File: config.mk
export PLATFORM = sky130hd
export DESIGN_NAME = cps_config_por_start_control
export DESIGN_NICKNAME = d
export VERILOG_FILES = /design/src/include/cps_pkg.sv /design/src/verilog/cps_config_por_start_control.sv
export SDC_FILE = /design/constraint.sdc
export NUM_CORES = 1
export LEC_CHECK = 0
export BUFFER_PORTS_ARGS = -buffer_cell sky130_fd_sc_hd__clkbuf_2
export CAP_MARGIN = 5
export CORE_MARGIN = 5
export CORE_UTILIZATION = 60
export DETAILED_ROUTE_END_ITERATION = 16
export GPL_ROUTABILITY_DRIVEN = 0
export PLACE_DENSITY_LB_ADDON = 0.05
export SYNTH_ARGS = -nofsm -noshare
export SYNTH_HDL_FRONTEND = slang
export SYNTH_SLANG_ARGS = --single-unit
File: constraint.sdc
create_clock -name sys_clk -period 3.8 [get_ports sys_clk]
set_input_delay 0.38 -clock sys_clk [delete_from_list [all_inputs] [get_ports sys_clk]]
set_output_delay 0.38 -clock sys_clk [all_outputs]
set_load 0.02 [all_outputs]
File: src/include/cps_pkg.sv
// Operation
// - Three straps pick one of eight pages
// - Delay 100 ms when low, 2 ms high
// - Hold reset until supply good, counter expired
// - Enable line held low extends reset
// - Target status low restarts reset and configuration
// - Done low after data sent forces reconfiguration
// - Done-sense high at release parks in idle
// - Idle left only by power cycle
// - External clock ignored once target in user mode
`default_nettype none
package cps_pkg;
    // ---------------------------------------------------------------
    // Timing
    // ---------------------------------------------------------------
    localparam int CPS_CLK_HZ = 50000000;
    localparam int CPS_LONG_MS = 100;
    localparam int CPS_SHORT_MS = 2;
    localparam int CPS_MS_PER_S = 1000;
    localparam int CPS_LONG_CYC = CPS_CLK_HZ / CPS_MS_PER_S * CPS_LONG_MS;
    localparam int CPS_SHORT_CYC = CPS_CLK_HZ / CPS_MS_PER_S * CPS_SHORT_MS;
    localparam int CPS_CNT_W = 23;
    localparam int CPS_PAGE_W = 3;
    localparam logic [CPS_PAGE_W-1:0] CPS_PAGE_RST = 3'h0;
    localparam logic [1:0] CPS_DIV_RST = 2'h0;

    typedef enum logic [2:0] {
        CPS_POR,
        CPS_HOLD,
        CPS_CONFIG,
        CPS_USER,
        CPS_IDLE
    } cps_state_t;
endpackage
`default_nettype wire

File: src/verilog/cps_config_por_start_control.sv
`timescale 1ns/1ps
`default_nettype none
module cps_config_por_start_control
    import cps_pkg::*;
#(
    parameter int LONG_CYC = CPS_LONG_CYC,
    parameter int SHORT_CYC = CPS_SHORT_CYC
) (
    input wire logic sys_clk,
    input wire logic reset,
    input wire logic supply_good,
    input wire logic por_delay_select,
    input wire logic [CPS_PAGE_W-1:0] page_select,
    input wire logic enable_in,
    output logic enable_out,
    output logic enable_oe,
    input wire logic done_sense_input,
    input wire logic target_status,
    input wire logic target_done,
    input wire logic data_sent,
    input wire logic use_external_clock,
    input wire logic external_clock_in,
    output logic config_clock_out,
    output logic config_active,
    output logic [CPS_PAGE_W-1:0] page_q,
    output logic por_done,
    output logic idle_parked
);
    // ---------------------------------------------------------------
    // Sequencer
    // ---------------------------------------------------------------
    cps_state_t state_q, state_d;
    logic [CPS_CNT_W-1:0] cnt_q, cnt_d;
    logic [CPS_PAGE_W-1:0] page_d;
    logic oe_q, oe_d;
    logic clk_q, clk_d;
    logic [1:0] div_q, div_d;
    logic [CPS_CNT_W-1:0] term;
    logic act_d, done_d, idle_d;

    // Counter runs on sys_clk, the free-running source
    assign term = por_delay_select ? CPS_CNT_W'(SHORT_CYC - 1) : CPS_CNT_W'(LONG_CYC - 1);

    // A failed target or a sagging supply both send the sequence back to reset
    function automatic logic restart_req(input logic status_line, input logic supply_ok);
        return !status_line || !supply_ok;
    endfunction

    // Output flags are decoded from the next state so they line up with state_q
    always_comb begin
        state_d = state_q;
        cnt_d = cnt_q;
        page_d = page_q;
        oe_d = oe_q;
        div_d = div_q;
        clk_d = 1'b0;
        case (state_q)
            CPS_POR: begin
                // Every entry here reruns the whole selected delay
                oe_d = 1'b1;
                if (!supply_good) begin
                    cnt_d = '0;
                end else if (cnt_q >= term) begin
                    oe_d = 1'b0;
                    state_d = CPS_HOLD;
                end else begin
                    cnt_d = cnt_q + 1'b1;
                end
            end
            CPS_HOLD: begin
                // Release seen only when the pull-up wins; others may hold low
                if (!supply_good) begin
                    state_d = CPS_POR;
                    cnt_d = '0;
                    oe_d = 1'b1;
                end else if (enable_in) begin
                    page_d = page_select;
                    if (done_sense_input) begin
                        state_d = CPS_IDLE;
                    end else begin
                        state_d = CPS_CONFIG;
                    end
                end
            end
            CPS_CONFIG: begin
                div_d = div_q + 1'b1;
                clk_d = use_external_clock ? external_clock_in : div_q[1];
                if (restart_req(target_status, supply_good)) begin
                    state_d = CPS_POR;
                    cnt_d = '0;
                    oe_d = 1'b1;
                end else if (data_sent) begin
                    if (target_done) begin
                        state_d = CPS_USER;
                    end else begin
                        state_d = CPS_POR;
                        cnt_d = '0;
                        oe_d = 1'b1;
                    end
                end
            end
            CPS_USER: begin
                // External clock no longer reaches the output here
                clk_d = 1'b0;
                if (restart_req(target_status, supply_good)) begin
                    state_d = CPS_POR;
                    cnt_d = '0;
                    oe_d = 1'b1;
                end
            end
            CPS_IDLE: begin
                state_d = CPS_IDLE;
            end
            default: begin
                state_d = CPS_POR;
                cnt_d = '0;
                oe_d = 1'b1;
            end
        endcase
        act_d = (state_d == CPS_CONFIG);
        // Test-port gate for the outside party
        done_d = (state_d != CPS_POR) && (state_d != CPS_HOLD);
        idle_d = (state_d == CPS_IDLE);
    end

    always_ff @(posedge sys_clk or posedge reset) begin
        if (reset) begin
            state_q <= CPS_POR;
            cnt_q <= '0;
            page_q <= CPS_PAGE_RST;
            oe_q <= 1'b1;
            clk_q <= 1'b0;
            div_q <= CPS_DIV_RST;
            config_active <= 1'b0;
            por_done <= 1'b0;
            idle_parked <= 1'b0;
        end else begin
            state_q <= state_d;
            cnt_q <= cnt_d;
            page_q <= page_d;
            oe_q <= oe_d;
            clk_q <= clk_d;
            div_q <= div_d;
            config_active <= act_d;
            por_done <= done_d;
            idle_parked <= idle_d;
        end
    end

    // ---------------------------------------------------------------
    // Pins
    // ---------------------------------------------------------------
    // Open drain: the line is only ever pulled low, the pull-up releases it
    assign enable_out = 1'b0;
    assign enable_oe = oe_q;
    assign config_clock_out = clk_q;
endmodule
`default_nettype wire

== Word level (Yosys, flattened, before mapping) ==
Index checks and enable logic that the tools add are counted.
Storage, ports and cells
  register bits: 36
  bits in latches: 0
  bits in writable memories: 0
  ROM bits: 0
  output and inout port bits: 9
  word-level logic and storage cells: 63
  memories kept: 0
Cells by class
  add/sub/neg operators: 2
  $mul: 0
  divide/modulo/power cells: 0
  order comparisons: 1
  equality and inequality tests: 12
  shift operators: 0
  mux-type cells: 29
  bitwise logic cells: 1
  reduce and logical (&&, ||, !) cells: 9
Operator list (number)
  $mux W23: 8
  $pmux W23 S5: 1
  $mux W3: 8
  $add A23 B1 Y23 const B: 1
  $ge A23 B23 Y1: 1
  $pmux W3 S5: 1
  $eq A3 B2 Y1 const B: 3
  $mux W1: 9
  $ne A3 B3 Y1 const B: 3
  $eq A3 B3 Y1 const B: 2
  $reduce_and A6 Y1: 1
  $pmux W1 S5: 1
  $reduce_and A5 Y1: 1
  $ne A2 B2 Y1 const B: 2
  $eq A3 B1 Y1 const B: 1
  $logic_not A3 Y1: 1
  $ne A3 B1 Y1 const B: 1
  $reduce_and A3 Y1: 1
  $reduce_bool A3 Y1: 1
  $add A2 B1 Y2 const B: 1
  $logic_not A1 Y1: 2
  $mux W2: 1
  $logic_and A1 B1 Y1: 1
  $logic_or A1 B1 Y1: 1
  $not A1 Y1: 1

== Depth between registers and ports, before layout ==
Gate-level depths: netlist of the first run.
  depth in word-level cells: 7
  gate-level depth with buffers: 9

== Worst setup path before layout of the first run ==
No wires, ideal clock.
  path type: input-to-reg
  start point: input por_delay_select
  end point: register cnt_q[19]
  data arrival time: 2.292 ns
  setup slack: 1.442 ns
  cell stages on the path: 8
  path buffers: 0
  path through: inv_1 > ha_1 > a2111oi_4 > o311ai_2 > a311oi_2 > nand4_2 > or4_1 > nand2_1
Between the ends
  word-level cells in the longest chain between the ends: 4
Ends and longest elaborated chain
  from (decl): line cps_config_por_start_control.sv:12  | input wire logic por_delay_select,
  $mux W23: line cps_config_por_start_control.sv:42  | assign term = por_delay_select ? CPS_CNT_W'(SHORT_CYC - 1) : CPS_CNT_W'(LONG_CYC - 1);
  $ge A23 B23 Y1: line cps_config_por_start_control.sv:63  | end else if (cnt_q >= term) begin
  $ne A3 B3 Y1 (no line)
  $reduce_and A6 Y1 (no line)
  to (signal assigned): line cps_config_por_start_control.sv:139  | cnt_q <= cnt_d;
  to (decl): line cps_config_por_start_control.sv:33  | logic [CPS_CNT_W-1:0] cnt_q, cnt_d;
No other way between the ends.
A chain may end at the register's enable or synchronous reset.

== Worst setup path after layout of the first run ==
  start point: register cnt_q[16]
  end point: register cnt_q[19]
Between the ends
  word-level cells in the longest chain between the ends: 4
  elaborated cells on any way between the ends: 7
Ends and longest elaborated chain
  $add A23 B1 Y23: line cps_config_por_start_control.sv:67  | cnt_d = cnt_q + 1'b1;
  $mux W23: line cps_config_por_start_control.sv:63
  $mux W23: line cps_config_por_start_control.sv:61  | if (!supply_good) begin
  $pmux W23 S5: line cps_config_por_start_control.sv:57  | case (state_q)
Several ways; a longest one is shown, not always the timed one. The select of a mux whose other input is x is not followed.

==> metrics, run 1 <==
Rel. slew slack 0.596; DIE WIDTH roughly 70 um; Initial Utilization 0.610; TritonCTS clock tree yes; vias in the first global route roughly 1800; Post-Syn Nets approximately 250; met2 Use GR 0.359; # port buffers 21; Leakage 1.13 nW; post-route DRC violation count 0; Avg Inst Size Synth 9.99 um2; Post-synth ARST share 1.00; core area around 3600 um2; CTS Buf Count 5; MaxCap Viol Count 0; CTS Root Cell clkbuf_8; Final min period 2.59 ns; post-synthesis sequential area ratio 0.407; Pwr Density between 300 and 400 nW/um2; Slew Limit Fails 0; Total Nets Final 270; Initial DRC Count 97; YS warnings 0; met1 Usage GRT 0.270; Area Growth Syn to Fin 11.2%; routed len/inst between 15 and 20 um; Unique masters post-synth 55; RSZ-0062 raised after global routing false; met3 Usage GRT 0.0440; Die Area 5010 um2; CP Capture Type flop; Hold Path Class input port to asynchronous set/reset pin; layout cells sized above 1 0.196; initial antenna violation count 0; first-pass GRT wire length around 8.5 mm; n_diodes 0; Hold Vio Cnt, Final 0; iteration count of the initial detailed-routing pass 4; pin count of the biggest net entering global routing 37; CP Max Fanout 8; Vias per Instance around 6.3; Seq cells post-synth 36; ys flop type dfrtp_1; row count 22; Crit Path Class flop to flop; Tightest Pin Transition between 0.6 and 0.7 ns; Startpoint Class flop; Clock Skew around 0.0054 ns; post-DP HPWL around 3.6 mm; Resized Gates After CTS 0; peak supply drop ~0.00021 V; Final setup viols 0; H-tree levels 2; Data required, critical path 4.03 ns; synthesized area 2220 um2; I/O pin count 23; Die Ht ~71 um; Top Usage Layer GRT met2; Fmax approximately 390 MHz; Total GRT Usage 0.210; final wirelength a little under 5 mm; Worst EP arrival between 2 and 3 ns; Final TNS setup 0 ns; number of synthesized flops with an enable pin 0; clock latency on the worst-skew pair 0.29 ns; cell area after layout ~2500 um2; # hold bufs at CTS 0; Via Count ~1800; Non-Filler Instances ~300; clk slew on worst S/H paths 0.07 ns; Bufs on Longest Clock Path 2; outcome complete, no violations; Post-CTS Setup Inserts 0; Final Cycle Share 0.683; Overflow after GRT 0; Post-Synthesis Cells 222; Routed Antenna Nets 0; Post-DP Area 2350 um2; CTS Sinks 36; Placed Cells incl. Taps 285
## kinds of logic after synthesis
logic type / synth area share
simple gates: 0.245
compound gates: 0.197
flops: 0.407
buf+inv: 0.0361
fa+ha+maj: 0.0677
mux: 0.0378
xor+xnor: 0.00790
other cells: 0.00169
## state kept, by name (all words and copies together) (netlist names)
| name | flops |
|---|---|
| cnt_q | 23 |
| page_q | 3 |
| state_q | 3 |
| div_q | 2 |
| config_active | 1 |
| config_clock_out | 1 |
| enable_oe | 1 |
| idle_parked | 1 |
| por_done | 1 |
## critical path, cell delays in order, from the launching register on
cell and delay, ns:
dfrtp_1 0.46, ha_1 0.36, a2111oi_4 0.33, o311ai_2 0.18, a311oi_2 0.34, nand4_2 0.27
or4_1 0.52, nand2_1 0.07
## final timing paths
| kind | from | endpoint | slack [ns] | depth (start not counted) |
|---|---|---|---|---|
| max in group asynchronous | reset | enable_oe | 3.29 | 3 |
| min in group sys_clk | page_select[0] | page_q[0] | 0.32 | 2 |
| min | reset | config_clock_out | 0.16 | 3 |
| min reg2reg | div_q[1] | div_q[1] | 0.48 | 1 |
| max | cnt_q[16] | cnt_q[19] | 1.21 | 7 |
| max reg2reg | cnt_q[16] | cnt_q[19] | 1.21 | 7 |
## cell type report
| class | count | area, um2 |
|---|---|---|
| fill | 306 | 1170 |
| tap | 48 | 60.1 |
| clock buffer | 5 | 68.8 |
| multi-input combinational | 168 | 1230 |
| clock inverter | 3 | 42.5 |
| timing repair buffer | 23 | 120 |
| inverter | 10 | 37.5 |
| sequential | 36 | 902 |
## placed cells by master (no fill, tap or decap), types with 2 or more instances in the layout
cell type	instances
a21o_1	2
a21oi_1	5
a31oi_1	3
and3_1	3
and4_1	3
buf_4	2
clkbuf_2	21
clkbuf_8	5
dfrtp_1	35
ha_1	12
inv_1	10
mux2_2	3
mux2i_1	5
nand2_1	25
nand2b_1	8
nand3_1	12
nand4_1	6
nand4_2	2
nor2_1	9
nor2b_1	3
nor3_1	3
o211ai_1	13
o21ai_0	4
o21ai_1	2
o311ai_0	2
o31ai_1	8
o41ai_1	2
or3_1	2
or4_1	7
## routing by layer
metal  up-vias  routed length (um)
met5         -                   0
met4         0                  44
met3         6                 227
met2        45                2390
met1       900                2180
li1        889                   -
## power by group
group	total (mW)	switching, mW	internal [mW]
logic	0.0297	0.0193	0.0103
clock network	0.330	0.136	0.194
registers	0.383	0	0.383
total	0.742	0.155	0.587
## synth_stat cells, types with 5 or more instances
master,n,area [um2]
o31ai_1,8,60.1
nor2_1,9,33.8
or4_1,7,52.6
ha_1,12,150
o21ai_0,5,25.0
nand2b_1,8,50.1
nand4_1,6,37.5
o211ai_1,13,97.6
mux2i_1,5,50.1
a21oi_1,5,25.0
nand3_1,12,60.1
dfrtp_1,35,876
nand2_1,25,93.8
inv_1,10,37.5
clkbuf_1,5,18.8
## through the flow
stage          hold slack (ns)  setup slack, ns  power [mW]  utilization
2_1_floorplan            0.441             1.44       0.407            -
3_3_place_gp             0.455             1.06       0.419        0.648
3_5_place_dp             0.474            0.960       0.421        0.648
4_1_cts                  0.170             1.21       0.755        0.679
5_1_grt                  0.204             1.08       0.776        0.679
6_report                 0.158             1.21       0.742        0.679
No activity file was read; power rests on OpenSTA's default activity.
==> inputs of run 2 (changes only) <==
--- a/config.mk
+++ b/config.mk
@@ -8,7 +8,7 @@
 export BUFFER_PORTS_ARGS = -buffer_cell sky130_fd_sc_hd__clkbuf_2
 export CAP_MARGIN = 5
 export CORE_MARGIN = 5
-export CORE_UTILIZATION = 60
+export CORE_UTILIZATION = 53
 export DETAILED_ROUTE_END_ITERATION = 16
 export GPL_ROUTABILITY_DRIVEN = 0
 export PLACE_DENSITY_LB_ADDON = 0.05
==> constraint.sdc (replaced) <==
create_clock -name sys_clk -period 2.1 [get_ports sys_clk]
set_input_delay 0.21 -clock sys_clk [delete_from_list [all_inputs] [get_ports sys_clk]]
set_output_delay 0.21 -clock sys_clk [all_outputs]
set_load 0.02 [all_outputs]
==> run 2 against run 1 <==
Compared with the run above:
- the flow now finishes with violations (setup timing)
- via count grew 13%
- clock power grew 43%
- routed wire length grew 27%
==> metrics, run 2 (synthesis gave the netlist of run 1 again) <==
Fin Hold WS 0.00953 ns (-0.149 ns); Largest register FFs 23 (unchanged); CTS Sinks 36 (unchanged); initial antenna violation count 0 (unchanged); leading cell type in the layout, fill and taps excluded buf_4; Bufs on Longest Clock Path 2 (unchanged); crit path from cnt_q[14]; final wirelength 6.15 mm (+27%); Vias per Instance 6.08 (-3.2%); leading cell types in the layout, fill and taps excluded 42 x buf_4, 35 x dfrtp_1, 25 x nand2_1; Pwr Density 414 nW/um2 (+38%); # hold bufs at CTS 0 (unchanged); H-tree levels 2 (unchanged); largest registers cnt_q x23, page_q x3, state_q x3; Data required, critical path 2.26 ns (-1.77 ns); Total Nets Final 316 (+17%); outcome finished, violations left; TritonCTS clock tree yes; DIE WIDTH 74.7 um (+5.5%); Initial Utilization 0.550 (-0.0599); MaxCap Viol Count 0 (unchanged); n_diodes 0 (unchanged); pin count of the biggest net entering global routing 37 (unchanged); Die Area 5580 um2 (+11%); Final Cycle Share 1.09 (+0.403); clk slew on worst S/H paths 0.07 ns (about the same); I/O pin count 23 (unchanged); Routed Antenna Nets 0 (unchanged); Crit Path Class flop to flop; Final setup viols 23 (+23); Fmax 439 MHz (+14%); fin util 0.738 (+0.0589); row count 23 (+4.5%); final worst-path setup slack -0.180 ns (-1.39 ns); CTS Buf Count 5 (unchanged); Final min period 2.28 ns (-0.315 ns); Slew Limit Fails 0 (unchanged); Initial DRC Count 198 (+100%); first-pass GRT wire length 9.87 mm (+15%); reg2reg start cnt_q[14]; Die Ht 74.7 um (+5.5%); failing checks setup timing; CP Max Fanout 5 (-3); Hold Path Class input port to asynchronous set/reset pin; routed len/inst 18.0 um (+9.1%); peak supply drop 0.000402 V (+89%); Overflow after GRT 0 (unchanged); Startpoint Class flop; CTS Root Cell clkbuf_8; Largest Register cnt_q; vias in the first global route 2117 (+16%); Total GRT Usage 0.236 (+0.0258); Leakage 1.36 nW (+21%); iteration count of the initial detailed-routing pass 4 (unchanged); Hold Vio Cnt, Final 0 (unchanged); Clock Skew 0.00694 ns (+0.00155 ns); post-route DRC violation count 0 (unchanged); Area Growth Syn to Fin 34.0%; # port buffers 21 (unchanged); CP Capture Type flop; core area 4030 um2 (+11%); RSZ-0062 raised after global routing true; Via Count 2073 (+13%); layout cells sized above 1 0.381 (+0.186); post-DP HPWL 4.43 mm (+22%); clock latency on the worst-skew pair 0.29 ns (about the same); Worst EP arrival 2.44 ns (-0.38 ns)
-- run 2: worst paths after layout --
path	end	slack, ns	cells after the start
max in group asynchronous	enable_oe	1.74	3
worst min register to register	div_q[0]	0.47	1
worst max register to register	cnt_q[11]	-0.18	9
worst max-delay path	cnt_q[11]	-0.18	9
min in group sys_clk	page_q[1]	0.16	2
worst min-delay path	cnt_q[16]	0.01	3
-- run 2: repair_timing --
item	CTS	global route
pin swaps	6	6
setup endpoints to repair	23	26
endpoints found under the hold margin	0	0
resized for setup	13	17
setup buffers	5	2
-- run 2: critical path, cell delays in order, from the launching register on --
cell and delay [ns]:
dfrtp_1 0.39, ha_1 0.30, and4_1 0.24, nor4b_2 0.17
o21ai_2 0.20, buf_4 0.18, nand4_2 0.17, buf_6 0.19
o211ai_1 0.19, o31ai_2 0.12
-- run 2: per-stage QoR --
step / TNS (ns) / cell area [um2] / total power [mW] / cells / worst slack [ns]
after floorplan: -0.292 / 2250 / 0.738 / 222 / -0.0950
after global placement: -2.18 / 2690 / 0.762 / 327 / -0.201
after detailed placement: -3.63 / 2690 / 0.766 / 327 / -0.267
after CTS: -2.47 / 2870 / 1.24 / 340 / -0.177
after global routing: -4.39 / 2970 / 1.29 / 341 / -0.309
final: -2.33 / 2970 / 1.23 / 341 / -0.180
-- run 2: area by class of cell --
cell class / instances / area, um2
Tap cell: 50 / 62.6
Clock inverter: 1 / 5.00
Timing Repair Buffer: 69 / 488
Clock buffer: 7 / 76.3
Inverter: 10 / 37.5
Fill cell: 304 / 1060
Sequential cell: 36 / 902
Multi-Input combinational cell: 168 / 1400
-- run 2: power by group --
| group | switching (mW) | internal, mW | leakage, nW |
|---|---|---|---|
| Clock | 0.239 | 0.233 | 0.0422 |
| Sequential | 0 | 0.693 | 0.479 |
| Combinational | 0.0404 | 0.0252 | 0.838 |
-- run 2: layer usage --
metal	vias to the layer above	wire, um	global-route usage
met5	-	0	0
met4	0	131	0.0889
met3	16	204	0.0494
met2	50	3270	0.423
met1	1025	2540	0.277
li1	982	-	-
==> inputs of run 3 (changes only) <==
--- a/config.mk
+++ b/config.mk
@@ -5,10 +5,11 @@
 export SDC_FILE = /design/constraint.sdc
 export NUM_CORES = 1
 export LEC_CHECK = 0
+export ABC_AREA = 1
 export BUFFER_PORTS_ARGS = -buffer_cell sky130_fd_sc_hd__clkbuf_2
 export CAP_MARGIN = 5
 export CORE_MARGIN = 5
-export CORE_UTILIZATION = 53
+export CORE_UTILIZATION = 54
 export DETAILED_ROUTE_END_ITERATION = 16
 export GPL_ROUTABILITY_DRIVEN = 0
 export PLACE_DENSITY_LB_ADDON = 0.05
==> run 3 against run 2 <==
Compared with the run above:
- the run ends with hold timing left
- clock skew fell by 0.00072 ns
- design area is 1.5% higher
- area after synthesis grew 21%
- via count increased by 25%
- clock power is 10% higher
- core utilization is 11 points lower
- setup slack improved by 0.37 ns
- highest routed layer unchanged
- maximum frequency up 19%
- die area up 16%
- count of clock-buffer cells in the layout stayed put
- critical endpoint is now cnt_q[8]
- global-route usage fell by 1.4 points
==> metrics, run 3 <==
leading cell type in the layout, fill and taps excluded nand2_1; clk slew on worst S/H paths 0.08 ns (about the same); CTS Root Cell clkbuf_8; Final min period 1.91 ns (-0.371 ns); met2 WL 3.14 mm (-4.0%); number of buffers and inverters on the critical path 1 (-1); CP dominant cell by count nand2_1; TritonCTS clock tree yes; FF+latch area 902 um2 (unchanged); pin count of the biggest net entering global routing 37 (unchanged); Clock Skew 0.00621 ns (-0.000724 ns); iteration count of the initial detailed-routing pass 4 (unchanged); Fill cells 450 (+48%); Die Ht 80.5 um (+7.9%); core area 4790 um2 (+19%); combinational power share 0.113 (+0.060); I/O pin count 23 (unchanged); Resized Gates After CTS 0 (-13); Top Layer Used met4; count leader, synth nand2_1; Post-CTS Setup Inserts 0 (-5); Non-Filler Instances 499 (+46%); Unique masters post-synth 37 (-33%); Leakage 1.60 nW (+17%); Routed Antenna Nets 0 (unchanged); Clk pwr share 0.368 (-0.015); Startpoint Class flop; number of synthesized flops with an enable pin 0 (unchanged); synthesized area 2690 um2 (+21%); Seq cells post-synth 36 (unchanged); Critical Path Slowest Stage Cell dfrtp_1; Area contributors post-synth dfrtp_1 33%, nand2_1 17%, nand3_1 10%; clock latency on the worst-skew pair 0.29 ns (about the same); Fin Hold WS -0.0106 ns (-0.0201 ns); Multi-input gate area 1570 um2 (+12%); outcome finished, violations left; largest registers cnt_q x23, page_q x3, state_q x3; Largest register FFs 23 (unchanged); Tightest Pin Transition roughly 0.58 ns; Seq pwr share 0.519 (-0.044); most frequent cells after synthesis 125 x nand2_1, 60 x nor2_1, 54 x nand3_1; # port buffers 21 (unchanged); Pwr Density 468 nW/um2 (+13%); post-DP HPWL 4.86 mm (+9.7%); Fmax 524 MHz (+19%); post-route DRC violation count 0 (unchanged); post-synthesis sequential area ratio 0.336 (-0.0712); Placed Cells incl. Taps 490 (+50%); H-tree levels 2 (unchanged); Initial Utilization 0.562 (+0.0113); failing checks hold timing; WL met1 3.00 mm (+18%); layout cells sized above 1 0.164 (-0.217); Largest Register cnt_q; DIE WIDTH 80.5 um (+7.9%); Total GRT Usage 0.222 (-0.0135); routed len/inst 13.2 um (-27%); Hold Path Class input port to asynchronous set/reset pin; RSZ-0062 raised after global routing false; vias in the first global route 2467 (+17%); Via Count 2587 (+25%); n_diodes 0 (unchanged); first-pass GRT wire length 11.4 mm (+15%); Avg Inst Size Synth 6.74 um2 (-33%); Total Nets Final 457 (+45%); Area Growth Syn to Fin 12.2%; YS warnings 0 (unchanged); CTS Buf Count 5 (unchanged); delay-heaviest family, CP simple AND/OR/NAND/NOR gates; Worst EP arrival 2.09 ns (-0.35 ns); Post-synth ARST share 1.00 (unchanged); Rel. slew slack 0.613; Final TNS setup 0 ns (+2.33 ns); Net Switching 0.375 mW (+34%); Overflow after GRT 0 (unchanged); Internal Power 1.04 mW (+8.9%); CTS Sinks 36 (unchanged); crit-path cells ha_1, nand2_1, nor2_2, nand2_1, nor2_1, nand3_1, nand3_2, nand2_8, buf_4, nand3_1, nand2_1; MaxCap Viol Count 0 (unchanged); # hold bufs at CTS 0 (unchanged); Post-Synthesis Cells 399 (+80%); row count 25 (+8.7%); leading cell types in the layout, fill and taps excluded 125 x nand2_1, 59 x nor2_1, 54 x nand3_1; Die Area 6490 um2 (+16%); Hold Vio Cnt, Final 10 (+10); Post-Syn Nets 425 (+71%); Final setup viols 0 (-100%); Data required, critical path 2.28 ns (+0.02 ns); Final Cycle Share 0.909 (-0.177); Vias per Instance 5.18 (-15%); max incr delay on CP 0.43 ns (+0.04 ns); Crit Path Class flop to flop; WL met3 341 um (+67%); Bufs on Longest Clock Path 2 (unchanged); CP Max Fanout 18 (+13); Synth area leader dfrtp_1; initial antenna violation count 0 (unchanged); CP Capture Type flop; peak supply drop 0.000506 V (+26%); final wirelength 6.57 mm (+6.9%); ys flop type dfrtp_1; top cell type's share of synthesized area 0.326 (-0.0691); Slew Limit Fails 0 (unchanged); Switching Share 0.266 (+0.0387); Initial DRC Count 177 (-11%)
## run 3: cell count changes in the layout (fill, tap and decap cells not counted), moves of 7 or more
cell / change
nand2_2: +9
nand3_1: +46
inv_1: +25
nand2_1: +100
o211ai_1: -12
nor2_1: +51
nand2b_1: -8
or4_1: -7
buf_4: -26
nor3_1: +8
## run 3: final timing paths
path	slack [ns]	cells after the start	from	end
min in group sys_clk	0.15	2	page_select[2]	page_q[2]
worst max register to register	0.19	11	cnt_q[22]	cnt_q[8]
worst min register to register	0.47	1	div_q[0]	div_q[0]
worst max-delay path	0.19	11	cnt_q[22]	cnt_q[8]
worst min-delay path	-0.01	3	reset	cnt_q[10]
max in group asynchronous	1.76	3	reset	enable_oe
## run 3: tightest hold or removal path, delay by kind of cell
family	cells	cell delay, ns
buffers and inverters	3	0.52
## run 3: power groups by stage
stage | logic (mW) | registers [mW] | clock network [mW]
after floorplan | 0.106 | 0.749 | 0
after global placement | 0.153 | 0.744 | 0
after detailed placement | 0.156 | 0.745 | 0
after CTS | 0.157 | 0.731 | 0.531
after global routing | 0.181 | 0.735 | 0.564
final | 0.160 | 0.731 | 0.519
## run 3: cell type report
cell class / instances / area share
well taps: 67 / 0.0278
clock inverters: 1 / 0.00249
inverters: 38 / 0.0473
clock buffers: 7 / 0.0286
multi-input cells: 313 / 0.520
repair buffers: 37 / 0.0747
flip-flops and latches: 36 / 0.299
## run 3: logic make-up (layout without fill, tap and decap cells)
kind of cell	Yosys count	after routing	synth area share
flip-flops	36	36	0.336
multiplexers	4	4	0.0163
buffers and inverters	51	83	0.0871
other	1	1	0.00140
AND/OR/NAND/NOR	273	274	0.446
AO/OA/AOI/OAI	14	14	0.0312
adder cells (fa/ha/maj)	12	12	0.0559
XOR/XNOR	8	8	0.0261
## run 3: per-layer routing
layer,vias up,track usage
li1,1326,-
met4,0,0.0574
met1,1183,0.300
met5,-,0
met3,8,0.0359
met2,70,0.369
## run 3: metrics by stage
stage	worst slack [ns]	util	hold WS (ns)	area [um2]	power (mW)
floorplan	0.357	-	0.360	2690	0.855
global placement	0.110	0.607	0.313	2910	0.898
detailed placement	0.0409	0.607	0.326	2910	0.901
CTS	0.131	0.627	0.0130	3000	1.42
global route	0.0247	0.630	0.0585	3020	1.48
finish	0.191	0.630	-0.0106	3020	1.41
